File: src/itw_pkg.sv
// package: register map, field positions, reset values and counts for the interval timer / watchdog
package itw_pkg;
    // register byte addresses on the apb bus
    localparam logic [11:0] ITW_ADDR_CTRL = 12'h000;
    localparam logic [11:0] ITW_ADDR_WDT = 12'h004;
    localparam logic [11:0] ITW_ADDR_STAT = 12'h008;
    // clock control word fields
    localparam int ITW_DIV_LSB = 0;
    localparam int ITW_CLR_BIT = 3;
    localparam int ITW_WDRST_BIT = 4;
    localparam int ITW_RCSEL_BIT = 5;
    // watchdog compare register fields
    localparam int ITW_WCLR_BIT = 7;
    // status register fields (the two flag bits write one to clear)
    localparam int ITW_ST_IOF_BIT = 0;
    localparam int ITW_ST_WIF_BIT = 1;
    localparam int ITW_ST_STOP_BIT = 2;
    localparam int ITW_ST_RCMODE_BIT = 3;
    localparam int ITW_ST_WDCNT_LSB = 8;
    // reset values
    localparam logic [7:0] ITW_CTRL_RST = 8'h00;
    localparam logic [7:0] ITW_WDT_RST = 8'h7F;
    // smallest prescaler ratio is 2**3
    localparam int ITW_DIV_BASE_LOG2 = 3;
    localparam int ITW_PRESC_W = 10;
    // length of the watchdog reset pulse, in clock cycles
    localparam int ITW_RST_PULSE_CYC = 16;
    localparam logic [4:0] ITW_RST_PULSE_LAST = 5'(ITW_RST_PULSE_CYC - 1);
endpackage

File: src/itw_tick_if.sv
// interface: time-base ticks shared between the interval counter and the watchdog
`timescale 1ns/1ps
interface itw_tick_if;
    logic ovf_tick;
    logic cleared;
    modport src (output ovf_tick, output cleared);
    modport dst (input ovf_tick, input cleared);
endinterface

File: src/itw_top.sv
// module: free-running interval timer with prescaler, apb registers and watchdog
//////////////////////////////////////////////////////////////////////////////
//////////////////////////////////////////////////////////////////////////////
`timescale 1ns/1ps
module itw_top (
    // apb clock and reset
    input wire logic pclk,
    input wire logic presetn,
    // apb slave
    input wire logic psel,
    input wire logic penable,
    input wire logic pwrite,
    input wire logic [11:0] paddr,
    input wire logic [31:0] pwdata,
    input wire logic [3:0] pstrb,
    output logic [31:0] prdata,
    output logic pready,
    output logic pslverr,
    // power state and rc oscillator tick (asynchronous)
    input wire logic stop_mode,
    input wire logic rc_osc_clk,
    input wire logic sub_clock_mode,
    // interrupt acknowledges from the interrupt controller
    input wire logic interval_irq_ack,
    input wire logic watchdog_irq_ack,
    // events and pins
    output logic interval_overflow_flag,
    output logic watchdog_irq_flag,
    output logic wdt_reset_req,
    output logic reset_pin_o,
    output logic reset_pin_oe,
    output logic main_osc_on,
    output logic rc_watchdog_mode
);
    import itw_pkg::*;

    //////////////////////////////////////////////////////////////////////////
    // helpers
    function automatic logic [9:0] div_mask(input logic [2:0] sel);
        div_mask = 10'((11'h008 << sel) - 11'h001);
    endfunction

    function automatic logic is_addr(input logic [11:0] a, input logic [11:0] ref_a);
        is_addr = (a == ref_a);
    endfunction

    //////////////////////////////////////////////////////////////////////////
    // input synchronisers
    logic [2:0] async_in;
    logic [2:0] sync_s;
    logic rc_prev_q;
    logic stop_s;
    logic rc_s;
    logic sub_s;

    assign async_in = {sub_clock_mode, rc_osc_clk, stop_mode};

    // one two-flop stage per pin; only the second flop is ever read
    for (genvar gi = 0; gi < 3; gi++) begin : g_sync
        logic meta_q;
        logic held_q;
        always_ff @(posedge pclk or negedge presetn) begin
            if (!presetn) begin
                meta_q <= 1'b0;
                held_q <= 1'b0;
            end else begin
                meta_q <= async_in[gi];
                held_q <= meta_q;
            end
        end
        assign sync_s[gi] = held_q;
    end

    assign stop_s = sync_s[0];
    assign rc_s = sync_s[1];
    assign sub_s = sync_s[2];

    // rc edge detector; both flops reset low like the idle pin, so no false edge
    always_ff @(posedge pclk or negedge presetn) begin
        if (!presetn) begin
            rc_prev_q <= 1'b0;
        end else begin
            rc_prev_q <= rc_s;
        end
    end

    //////////////////////////////////////////////////////////////////////////
    // registers
    logic [7:0] ctrl_q;
    logic [6:0] cmp_q;
    logic int_clr_q;
    logic wd_clr_q;
    logic iof_q;
    logic wif_q;
    logic wr_en;
    logic rd_en;
    logic addr_ok;
    logic wr_ctrl;
    logic wr_wdt;
    logic wr_stat;
    logic [2:0] div_sel;
    logic rc_sel;
    logic rst_sel;

    assign addr_ok = is_addr(paddr, ITW_ADDR_CTRL) || is_addr(paddr, ITW_ADDR_WDT) || is_addr(paddr, ITW_ADDR_STAT);
    // writes need byte lane 0, where every 8-bit register sits
    assign wr_en = psel && penable && pwrite && addr_ok && pstrb[0];
    assign rd_en = psel && penable && !pwrite;
    assign wr_ctrl = wr_en && is_addr(paddr, ITW_ADDR_CTRL);
    assign wr_wdt = wr_en && is_addr(paddr, ITW_ADDR_WDT);
    assign wr_stat = wr_en && is_addr(paddr, ITW_ADDR_STAT);
    assign pready = 1'b1;
    assign pslverr = psel && penable && !addr_ok;

    assign div_sel = ctrl_q[ITW_DIV_LSB +: 3];
    assign rc_sel = ctrl_q[ITW_RCSEL_BIT];
    assign rst_sel = ctrl_q[ITW_WDRST_BIT];

    // clear bits are not stored: they live one cycle as pulses
    always_ff @(posedge pclk or negedge presetn) begin
        if (!presetn) begin
            ctrl_q <= ITW_CTRL_RST;
        end else if (wr_ctrl) begin
            ctrl_q <= pwdata[7:0] & ~(8'h01 << ITW_CLR_BIT);
        end
    end

    always_ff @(posedge pclk or negedge presetn) begin
        if (!presetn) begin
            int_clr_q <= 1'b0;
        end else begin
            int_clr_q <= wr_ctrl && pwdata[ITW_CLR_BIT];
        end
    end

    always_ff @(posedge pclk or negedge presetn) begin
        if (!presetn) begin
            cmp_q <= ITW_WDT_RST[6:0];
            wd_clr_q <= 1'b0;
        end else begin
            wd_clr_q <= wr_wdt && pwdata[ITW_WCLR_BIT];
            if (wr_wdt) begin
                cmp_q <= pwdata[6:0];
            end
        end
    end

    //////////////////////////////////////////////////////////////////////////
    // mode: rc watchdog mode entered on stop while rc select is set
    logic rc_mode;
    assign rc_mode = stop_s && rc_sel;
    assign rc_watchdog_mode = rc_mode;

    //////////////////////////////////////////////////////////////////////////
    // prescaler and interval counter
    logic [ITW_PRESC_W-1:0] presc_q;
    logic [7:0] icnt_q;
    logic src_tick;
    logic presc_full;
    logic presc_pulse;
    logic icnt_run;
    logic ovf_tick;
    itw_tick_if tick_bus ();

    // rc source is counted on its synchronised rising edge, so the rc clock must be well below pclk/4
    assign src_tick = rc_sel ? (rc_s && !rc_prev_q) : 1'b1;
    // main clock is gated in stop; the rc oscillator keeps running
    assign icnt_run = rc_sel ? 1'b1 : !stop_s;
    assign presc_full = (presc_q & div_mask(div_sel)) == div_mask(div_sel);
    // rc watchdog mode bypasses the prescaler, so one overflow is 2^8 rc periods
    assign presc_pulse = icnt_run && src_tick && (rc_mode || presc_full);

    always_ff @(posedge pclk or negedge presetn) begin
        if (!presetn) begin
            presc_q <= '0;
        end else if (int_clr_q) begin
            presc_q <= '0;
        end else if (icnt_run && src_tick) begin
            presc_q <= presc_q + 10'h001;
        end
    end

    // no enable bit exists: the counter only ever clears or counts
    always_ff @(posedge pclk or negedge presetn) begin
        if (!presetn) begin
            icnt_q <= 8'h00;
        end else if (int_clr_q) begin
            icnt_q <= 8'h00;
        end else if (presc_pulse) begin
            icnt_q <= icnt_q + 8'h01;
        end
    end

    // a clear in the same cycle swallows the wrap
    assign ovf_tick = presc_pulse && !int_clr_q && (icnt_q == 8'hFF);
    assign tick_bus.ovf_tick = ovf_tick;
    assign tick_bus.cleared = int_clr_q;

    //////////////////////////////////////////////////////////////////////////
    // watchdog
    logic wd_fire;
    logic wd_run;
    logic [6:0] wd_count;

    // in rc mode the overflow period is rc*2^8 at divide 1; outside it, stop freezes the count
    assign wd_run = rc_mode || !stop_s;

    itw_watchdog u_wdt (
        .pclk(pclk),
        .presetn(presetn),
        .tick(tick_bus),
        .run(wd_run),
        .wd_clear(wd_clr_q),
        .compare(cmp_q),
        .count(wd_count),
        .fire(wd_fire)
    );

    //////////////////////////////////////////////////////////////////////////
    // flags: set wins over clear
    logic ack_iof;
    logic ack_wif;
    // the interrupt controller's acknowledge and a status write both clear
    assign ack_iof = interval_irq_ack || (wr_stat && pwdata[ITW_ST_IOF_BIT]);
    assign ack_wif = watchdog_irq_ack || (wr_stat && pwdata[ITW_ST_WIF_BIT]);

    always_ff @(posedge pclk or negedge presetn) begin
        if (!presetn) begin
            iof_q <= 1'b0;
        end else if (ovf_tick) begin
            iof_q <= 1'b1;
        end else if (ack_iof) begin
            iof_q <= 1'b0;
        end
    end

    always_ff @(posedge pclk or negedge presetn) begin
        if (!presetn) begin
            wif_q <= 1'b0;
        end else if (wd_fire && !rst_sel) begin
            wif_q <= 1'b1;
        end else if (ack_wif) begin
            wif_q <= 1'b0;
        end
    end

    assign interval_overflow_flag = iof_q;
    assign watchdog_irq_flag = wif_q;

    //////////////////////////////////////////////////////////////////////////
    // watchdog reset pulse, drives reset pin low and, in sub clock mode, restarts the main oscillator
    // a fire during the pulse restarts it rather than stacking a second one
    logic [4:0] rst_cnt_q;
    logic rst_act_q;
    logic osc_on_q;

    always_ff @(posedge pclk or negedge presetn) begin
        if (!presetn) begin
            rst_act_q <= 1'b0;
            rst_cnt_q <= 5'h00;
        end else if (wd_fire && rst_sel) begin
            rst_act_q <= 1'b1;
            rst_cnt_q <= 5'h00;
        end else if (rst_act_q) begin
            if (rst_cnt_q == ITW_RST_PULSE_LAST) begin
                rst_act_q <= 1'b0;
            end
            rst_cnt_q <= rst_cnt_q + 5'h01;
        end
    end

    // oscillator request holds after the pulse until sub clock mode is left
    always_ff @(posedge pclk or negedge presetn) begin
        if (!presetn) begin
            osc_on_q <= 1'b0;
        end else if (rst_act_q && sub_s) begin
            osc_on_q <= 1'b1;
        end else if (!sub_s) begin
            osc_on_q <= 1'b0;
        end
    end

    // the pin is only ever pulled low, never driven high
    assign wdt_reset_req = rst_act_q;
    assign reset_pin_o = 1'b0;
    assign reset_pin_oe = rst_act_q;
    assign main_osc_on = osc_on_q;

    //////////////////////////////////////////////////////////////////////////
    // read data, registered; the control address reads back the counter
    logic [31:0] rdata_q;
    logic [31:0] rdata_d;
    logic [31:0] stat_word;

    always_comb begin
        stat_word = 32'h0000_0000;
        stat_word[ITW_ST_IOF_BIT] = iof_q;
        stat_word[ITW_ST_WIF_BIT] = wif_q;
        stat_word[ITW_ST_STOP_BIT] = stop_s;
        stat_word[ITW_ST_RCMODE_BIT] = rc_mode;
        stat_word[ITW_ST_WDCNT_LSB +: 7] = wd_count;
    end

    // unmapped addresses read as zero
    always_comb begin
        if (is_addr(paddr, ITW_ADDR_CTRL)) begin
            rdata_d = {24'h00_0000, icnt_q};
        end else if (is_addr(paddr, ITW_ADDR_WDT)) begin
            rdata_d = {24'h00_0000, 1'b0, cmp_q};
        end else if (is_addr(paddr, ITW_ADDR_STAT)) begin
            rdata_d = stat_word;
        end else begin
            rdata_d = 32'h0000_0000;
        end
    end

    // snapshot in setup so a counter step between the two phases cannot tear a read
    always_ff @(posedge pclk or negedge presetn) begin
        if (!presetn) begin
            rdata_q <= 32'h0000_0000;
        end else if (psel && !penable && !pwrite) begin
            rdata_q <= rdata_d;
        end
    end

    assign prdata = rd_en ? rdata_q : 32'h0000_0000;
endmodule // itw_top

File: src/itw_watchdog.sv
// module: 7-bit watchdog counter with compare and activation pulse
`timescale 1ns/1ps
module itw_watchdog (
    // clock and reset
    input wire logic pclk,
    input wire logic presetn,
    // time base
    itw_tick_if.dst tick,
    // control
    input wire logic run,
    input wire logic wd_clear,
    input wire logic [6:0] compare,
    // result
    output logic [6:0] count,
    output logic fire
);
    import itw_pkg::*;

    logic [6:0] cnt_q;
    logic armed_q;

    // counting only starts once the interval counter has been cleared
    always_ff @(posedge pclk or negedge presetn) begin
        if (!presetn) begin
            armed_q <= 1'b0;
        end else if (tick.cleared) begin
            armed_q <= 1'b1;
        end
    end

    // clear wins over counting; a match restarts from zero so the period is compare+1
    always_ff @(posedge pclk or negedge presetn) begin
        if (!presetn) begin
            cnt_q <= 7'h00;
        end else if (wd_clear) begin
            cnt_q <= 7'h00;
        end else if (run && armed_q && tick.ovf_tick) begin
            if (cnt_q == compare) begin
                cnt_q <= 7'h00;
            end else begin
                cnt_q <= cnt_q + 7'h01;
            end
        end
    end

    assign fire = run && armed_q && tick.ovf_tick && !wd_clear && (cnt_q == compare);
    assign count = cnt_q;
endmodule // itw_watchdog
File: config.mk
export PLATFORM = sky130hd
export DESIGN_NAME = itw_top
export DESIGN_NICKNAME = d
export VERILOG_FILES = /design/src/itw_pkg.sv /design/src/itw_tick_if.sv /design/src/itw_top.sv /design/src/itw_watchdog.sv
export SDC_FILE = /design/constraint.sdc
export NUM_CORES = 1
export LEC_CHECK = 0
export BUFFER_PORTS_ARGS = -buffer_cell sky130_fd_sc_hd__buf_2
export CAP_MARGIN = 20
export CORE_MARGIN = 2
export CORE_UTILIZATION = 46
export DETAILED_ROUTE_END_ITERATION = 16
export PLACE_DENSITY = 0.82
export SLEW_MARGIN = 10
export SYNTH_ARGS = -nofsm -noshare
export SYNTH_HDL_FRONTEND = slang
export SYNTH_SLANG_ARGS = --single-unit
File: constraint.sdc
create_clock -name pclk -period 3.3 [get_ports pclk]
set_clock_uncertainty 0.15 [all_clocks]
set_input_delay 0.495 -clock pclk [delete_from_list [all_inputs] [get_ports pclk]]
set_output_delay 0.495 -clock pclk [all_outputs]
set_load 0.02 [all_outputs]
Word level (Yosys, flattened, before mapping)

Cells that the tools add are included.

Bits of input ports: 58
Output and inout port bits: 41
Word-level logic and storage cells: 108
Register bits after elaboration: 88

Shifts and indexed selects: 1
Multiplexer cells: 24
Add/sub/neg operators: 5
Equal/unequal tests: 7
Bitwise gates (word level): 1
Reductions and logical operators: 49

Operators with widths:

| operator                                                             | number |
|---|---|
| 32-bit 2-to-1 mux                                                    | 2 |
| 15-bit 2-to-1 mux                                                    | 2 |
| 1-bit logical AND                                                    | 28 |
| 7-bit 2-to-1 mux                                                     | 3 |
| 10-bit 2-to-1 mux                                                    | 2 |
| 8-bit 2-to-1 mux                                                     | 2 |
| 12-bit by 3-bit == test with 1-bit output, second input constant     | 1 |
| 12-bit by 4-bit == test with 1-bit output, second input constant     | 1 |
| 12-bit zero test                                                     | 1 |
| 2-bit nonzero test                                                   | 6 |
| 1-bit 2-to-1 mux                                                     | 11 |
| 10-bit by 1-bit adder with 10-bit output, second input constant      | 1 |
| 10-bit bitwise AND                                                   | 1 |
| 10-bit == test                                                       | 1 |
| 5-bit 2-to-1 mux                                                     | 2 |
| 4-bit by 3-bit << shifter with 10-bit output, first input constant   | 1 |
| 10-bit by 1-bit subtractor with 10-bit output, second input constant | 1 |
| 8-bit by 1-bit adder with 8-bit output, second input constant        | 1 |
| 8-bit == test, second input constant                                 | 1 |
| 1-bit zero test                                                      | 8 |
| 7-bit by 1-bit adder with 7-bit output, second input constant        | 1 |
| 7-bit == test                                                        | 1 |
| 1-bit logical OR                                                     | 6 |
| 5-bit by 1-bit adder with 5-bit output, second input constant        | 1 |
| other kinds (2)                                                      | 2 |

Depth between registers and ports, before layout

Word-level depth: 13
Depth in mapped cells: 10
Gate-level depth less buffers: 8

By module

A second synthesis with hierarchy kept.

Cell total of the unflattened synthesis: 393
Area, all modules: 3980.1 µm²

By module, submodules not included:

| module       | instances | sequential area each (µm²) | cells each | area each (µm²) |
|---|---|---|---|---|
| itw_top      | 1         | 1585.3                     | 348        | 3493.4 |
| itw_watchdog | 1         | 200.2                      | 45         | 486.7 |

Worst setup path after synthesis

Ideal clock, no wire load.

Kind: register to register
From: register ctrl_q[1]
To: register icnt_q[6]
Buffers on the path: 1
Data required time: 3022 ps
Slack: 736 ps
Stages on the path, launching flop included: 9
Arrival: 2286 ps
Cells stage by stage: dfrtp_1 -> or3_4 -> ha_1 -> o211ai_1 -> nor3_2 -> a31oi_2 -> buf_6 -> nor4_1 -> mux2_1

Longest elaborated chain between the ends: 7

Ends and longest elaborated chain:

| item                                            | RTL line       | RTL |
|---|---|---|
| start: declaration                              | itw_top.sv:89  | `logic [7:0] ctrl_q;` |
| start signal: assignment                        | itw_top.sv:124 | `ctrl_q <= pwdata[7:0] & ~(8'h01 << ITW_CLR_BIT);` |
| 4-bit by 3-bit << shifter with 10-bit output *  | itw_top.sv:40  | `div_mask = 10'((11'h008 << sel) - 11'h001);` |
| 10-bit by 1-bit subtractor with 10-bit output * | itw_top.sv:40  |  |
| 10-bit bitwise AND                              | itw_top.sv:169 | `assign presc_full = (presc_q & div_mask(div_sel)) == div_mask(div_sel);` |
| 10-bit == test *                                | itw_top.sv:169 |  |
| 1-bit logical OR *                              | itw_top.sv:171 | `assign presc_pulse = icnt_run && src_tick && (rc_mode \|\| presc_full);` |
| 1-bit logical AND *                             | itw_top.sv:171 |  |
| 2-bit nonzero test (no source line) *           | --             |  |
| end signal: assignment                          | itw_top.sv:190 | `icnt_q <= icnt_q + 8'h01;` |
| end: declaration                                | itw_top.sv:157 | `logic [7:0] icnt_q;` |

Every way passes the cells marked *; elsewhere a longest branch is shown, timed or not.
A chain may end at the register's enable or synchronous reset.

Worst setup path in the final report

From: register ctrl_q[1]
To: register u_wdt.cnt_q[1] (netlist: u_wdt.count[1])

Longest elaborated chain between the ends: 10

Ends and longest elaborated chain:

| item                                            | RTL line           | RTL |
|---|---|---|
| 4-bit by 3-bit << shifter with 10-bit output *  | itw_top.sv:40      |  |
| 10-bit by 1-bit subtractor with 10-bit output * | itw_top.sv:40      |  |
| 10-bit bitwise AND                              | itw_top.sv:169     |  |
| 10-bit == test *                                | itw_top.sv:169     |  |
| 1-bit logical OR *                              | itw_top.sv:171     |  |
| 1-bit logical AND *                             | itw_top.sv:171     |  |
| 1-bit logical AND * (2 in a row)                | itw_top.sv:195     | `assign ovf_tick = presc_pulse && !int_clr_q && (icnt_q == 8'hFF);` |
| 1-bit logical AND *                             | itw_watchdog.sv:37 | `end else if (run && armed_q && tick.ovf_tick) begin` |
| 2-bit nonzero test (no source line) *           | --                 |  |
| end signal: assignment                          | itw_watchdog.sv:41 | `cnt_q <= cnt_q + 7'h01;` |
| end: declaration                                | itw_watchdog.sv:19 | `logic [6:0] cnt_q;` |

Marked as above.

==> results <==
- The internal power is roughly 1.5 mW.
- The routed layout has roughly 3000 vias.
- The share of total power consumed by net switching is between 20% and 30%.
- The number of cell rows is 33.
- The depth of the most critical reg-to-reg path is 8.
- The repair_antennas step left the layout with diodes totalling 0.
- The tightest slew margin relative to the limit is between 40 and 50%.
- The share of total power dissipated in combinational logic is between 10 and 15%.
- The clock reaches the later pin of the worst-skew pair after roughly 0.35 ns.
- From left edge to right edge, the die measures approximately 96 um.
- The total non-filler cell area in the finished layout is 4360 um2.
- The leading cell type in the layout, fill and taps excluded is sky130_fd_sc_hd__dfrtp_1.
- Summed over all nets, the switching power comes to about 640 uW.
- Setup repair after global routing left no endpoint under its margin.
- In this run, the clock network consumes between 30% and 40% of the power.
- The critical path startpoint is ctrl_q[1].
- The number of sinks driven by the clock tree is 71.
- The post-synthesis cell type count is 66.
- The number of antenna violations at the first check in global routing is 0.
- The floorplan step defined a die boundary enclosing 9130 um2.
- The most used flip-flop cell after synthesis is sky130_fd_sc_hd__dfrtp_1.
- The worst-case IR drop observed on VDD is 0.197 mV.
- The first-pass GRT wire length is ~14000 um.
- The sequential cells in the finished layout cover a total of between 1500 and 2000 um2.
- The clock tree synthesis step divided the H-tree into 3 levels.
- For this run, the number of Yosys warnings is 0.
- Before CTS, the worst setup slack after placement is between 0.3 and 0.4 ns.
- The final count of hold timing violations is 0.
- After filler insertion, the fill cell instance count of the layout stands at approximately 720.
- The detailed-route wire length per cell is about 15 um.
- The number of global-route vias before repair is around 2900.
- Across the run, the number of max-cap violations was 0.
- STA puts the critical path data required time at 3.42 ns.
- The buffers inserted during post-CTS setup optimization is 0.
- The placement-stage cell area is 4140 um2.
- Along the worst hold path, the cell count comes to 1.
- The DRC violation count after routing is 0.
- The net count of the finished layout is slightly below 500.
- The clock slew seen by the registers of the worst setup and hold paths is about 0.09 ns.
- The multi-input logic area is 1900 um2.
- The actual slew at the worst max-slew pin is 0.869 ns.
- The share of final-layout standard cells stronger than drive strength 1 is roughly a quarter.
- The met3 layer wire length in the routed design is 522 um.
- The startpoint of the most critical register-to-register path is ctrl_q[1].
- The maximum number of pins on one net before global-route repair is 38.
- The synthesized cell area is roughly 3900 um2.
- The number of max-slew violations in the final report is 0.
- The final weighted congestion in routability-driven placement is 0.933.
- The number of placed instances, taps included, is 520.
- Counting flops and latches in the post-synthesis netlist gives 71.
- The type of the most critical hold path is input pin to flip-flop.
- The number of cells produced by synthesis is 373.
- In the finished design, the share of the clock period the worst path needs comes to between 90% and 100%.
- The launch point of the worst hold path is sub_clock_mode.
- The height of the die is 95.6 um.
- The cell chosen for the clock root is sky130_fd_sc_hd__clkbuf_8.
- The final setup slack of the worst path is 0.295 ns.
- The endpoint with the worst hold slack is g_sync[2].meta_q.
- In this run, post-CTS hold repair placed 0 buffers.
- After floorplanning, the core was sized to cover 8180 um2.
- In this run the remaining antenna-violating nets after routing total 0.
- The overall fraction of global-route tracks in use is between 10% and 20%.
- The share of flip-flops with an asynchronous set or reset after synthesis is 100%.
- The highest layer used for signal routing is met4.
- For flop-to-flop paths, the worst setup slack is 0.30 ns.
- The first detailed-routing pass ran for 4 iterations.
- The maximum number of buffers from clock root to sink is 2.
- The endpoint of the lowest-slack register-to-register path is u_wdt.count[1].
- The count of flip-flops with a built-in enable after synthesis is 0.
- The detailed-route vias per instance is ~5.5.
- In the layout the commonest cells are sky130_fd_sc_hd__dfrtp_1 (64), sky130_fd_sc_hd__buf_2 (52), sky130_fd_sc_hd__nand2_1 (35).
- The detailed-routed wire length on met2 is 4340 um.
- After legalization and detailed placement, the total HPWL measured approximately 6100 um.
- The part of the total power dissipated in sequential elements is approximately half.
- The ratio of total power to cell area is 494 nW/um2.
- Along the worst path, the maximum fanout reaches 14.
- The per-instance average area after synthesis is around 10 um2.
- The standby leakage power is 2.08 nW.
- Relative to the synthesized area, the layout overhead comes to 13.1%.
- The critical path arrival is 3.13 ns.
- Excluding fillers, the count of instances in the completed layout stands at roughly 540.
- The initial core utilization is around 47%.
- Derived from the worst setup path, the maximum achievable clock frequency is 333 MHz.
- The I/O pin count is 99.
- STA classifies the critical path endpoint as a flip-flop.
- The TritonCTS clock tree is built.
- Summing the sequential cell areas from Yosys gives between 40 and 50% of the chip area.
- The final sum of negative setup slack is 0 ns.
- Clock tree synthesis inserted a total of 9 buffers.
- The kind of critical path is flip-flop to flip-flop.
- The detailed-routing wirelength on met1 is 3300 um.
- For the finished layout, the period the worst path requires is 3.00 ns.
- The iteration-0 DRC count of the detailed router is about 170.
- Summed over all layers, the routed wires come to 8260 um.
- The worst setup path is launched from a flip-flop.
- The count of buffers added on input and output ports is 52.
- The post-cts repair resize count is 0.
- The flow ran to the end, and the final reports show no timing, DRC or antenna violations.
- Setup violations remaining at the end of the flow were counted as 0.
- The remaining global-route overflow is 0.
-- worst max path at each step --
stage / endpoint / slack, ns / depth (start not counted)
5_1_grt: u_wdt.count[1] / 0.16 / 8
6_report: u_wdt.count[1] / 0.30 / 8
3_3_place_gp: u_wdt.count[1] / 0.46 / 8
4_1_cts: u_wdt.count[1] / 0.29 / 8
2_1_floorplan: icnt_q[6] / 0.74 / 8
3_5_place_dp: u_wdt.count[1] / 0.34 / 8
-- synth_stat cells, types with 3 or more instances --
library cell,n,area [um2]
sky130_fd_sc_hd__dfrtp_1,64,1600
sky130_fd_sc_hd__nand2_1,35,131
sky130_fd_sc_hd__nor2_1,32,120
sky130_fd_sc_hd__buf_4,21,158
sky130_fd_sc_hd__and2_1,19,119
sky130_fd_sc_hd__nand3_1,18,90.1
sky130_fd_sc_hd__a21oi_1,17,85.1
sky130_fd_sc_hd__xor2_1,12,105
sky130_fd_sc_hd__mux2_2,11,124
sky130_fd_sc_hd__o31ai_1,8,60.1
sky130_fd_sc_hd__xnor2_1,8,70.1
sky130_fd_sc_hd__dfstp_2,7,184
sky130_fd_sc_hd__inv_1,7,26.3
sky130_fd_sc_hd__and3_1,6,37.5
sky130_fd_sc_hd__ha_1,6,75.1
sky130_fd_sc_hd__nand4_1,6,37.5
sky130_fd_sc_hd__nor2b_1,6,37.5
sky130_fd_sc_hd__clkbuf_1,5,18.8
sky130_fd_sc_hd__mux2_1,5,56.3
sky130_fd_sc_hd__nand2b_1,5,31.3
sky130_fd_sc_hd__o21ai_1,4,20.0
sky130_fd_sc_hd__a221oi_1,3,26.3
sky130_fd_sc_hd__a22oi_1,3,22.5
sky130_fd_sc_hd__mux2i_1,3,30.0
sky130_fd_sc_hd__nand4bb_1,3,33.8
sky130_fd_sc_hd__nor3_2,3,30.0
sky130_fd_sc_hd__nor4_1,3,18.8
sky130_fd_sc_hd__or4_1,3,22.5
sky130_fd_sc_hd__or4b_1,3,30.0
-- power groups by stage --
stage	combinational (mW)	sequential, mW	clock (mW)
after CTS	0.320	1.07	0.777
after global placement	0.291	1.08	0
after detailed placement	0.316	1.09	0
final	0.313	1.07	0.771
after global routing	0.356	1.08	0.826
after floorplan	0.245	1.04	0
-- flip-flops by register name (all words and copies together) (netlist names), 3 cells and up --
| register | cells |
|---|---|
| g_sync.held_q | 3 |
| u_wdt.count | 7 |
| rdata_q | 15 |
| ctrl_q | 5 |
| icnt_q | 8 |
| presc_q | 10 |
| g_sync.meta_q | 3 |
| cmp_q | 7 |
| rst_cnt_q | 5 |
-- area by class of cell --
type	instances	area share [%]
well taps	105	3.01
clock inverters	6	2.15
flip-flops and latches	71	40.9
repair buffers	56	6.94
multi-input cells	281	43.5
clock buffers	10	2.92
inverters	7	0.602
-- through the flow --
stage,hold WS (ns),total power [mW],utilization [%]
global placement,0.183,1.37,50.7
global route,0.0827,2.27,53.4
CTS,0.0935,2.17,53.4
finish,0.0963,2.16,53.4
floorplan,0.0494,1.29,-
detailed placement,0.186,1.40,50.7
-- routing by layer --
metal	up-vias	GRT usage, %
met3	9	4.43
met4	0	6.43
met5	-	0
met2	102	34.0
li1	1384	-
met1	1438	24.0
-- critical path, stage by stage (launching register included) --
cell and delay (ns):
sky130_fd_sc_hd__dfrtp_1 0.48, sky130_fd_sc_hd__or3_4 0.42, sky130_fd_sc_hd__ha_1 0.28, sky130_fd_sc_hd__o211ai_1 0.09, sky130_fd_sc_hd__nor3_2 0.24, sky130_fd_sc_hd__a31oi_2 0.29, sky130_fd_sc_hd__buf_4 0.28, sky130_fd_sc_hd__or4b_1 0.52
sky130_fd_sc_hd__a21oi_1 0.16
-- cell families after synthesis --
group / Yosys count / synth area share (%)
AOI/OAI and AO/OA: 47 / 8.27
xor gates and xnor gates: 20 / 4.54
adders and majority gates: 7 / 2.24
buffers and inverters: 38 / 6.20
DFF: 71 / 46.3
muxes: 19 / 5.45
other: 2 / 0.195
and+or+nand+nor: 169 / 26.8
Power figures use the tool's default switching activity.
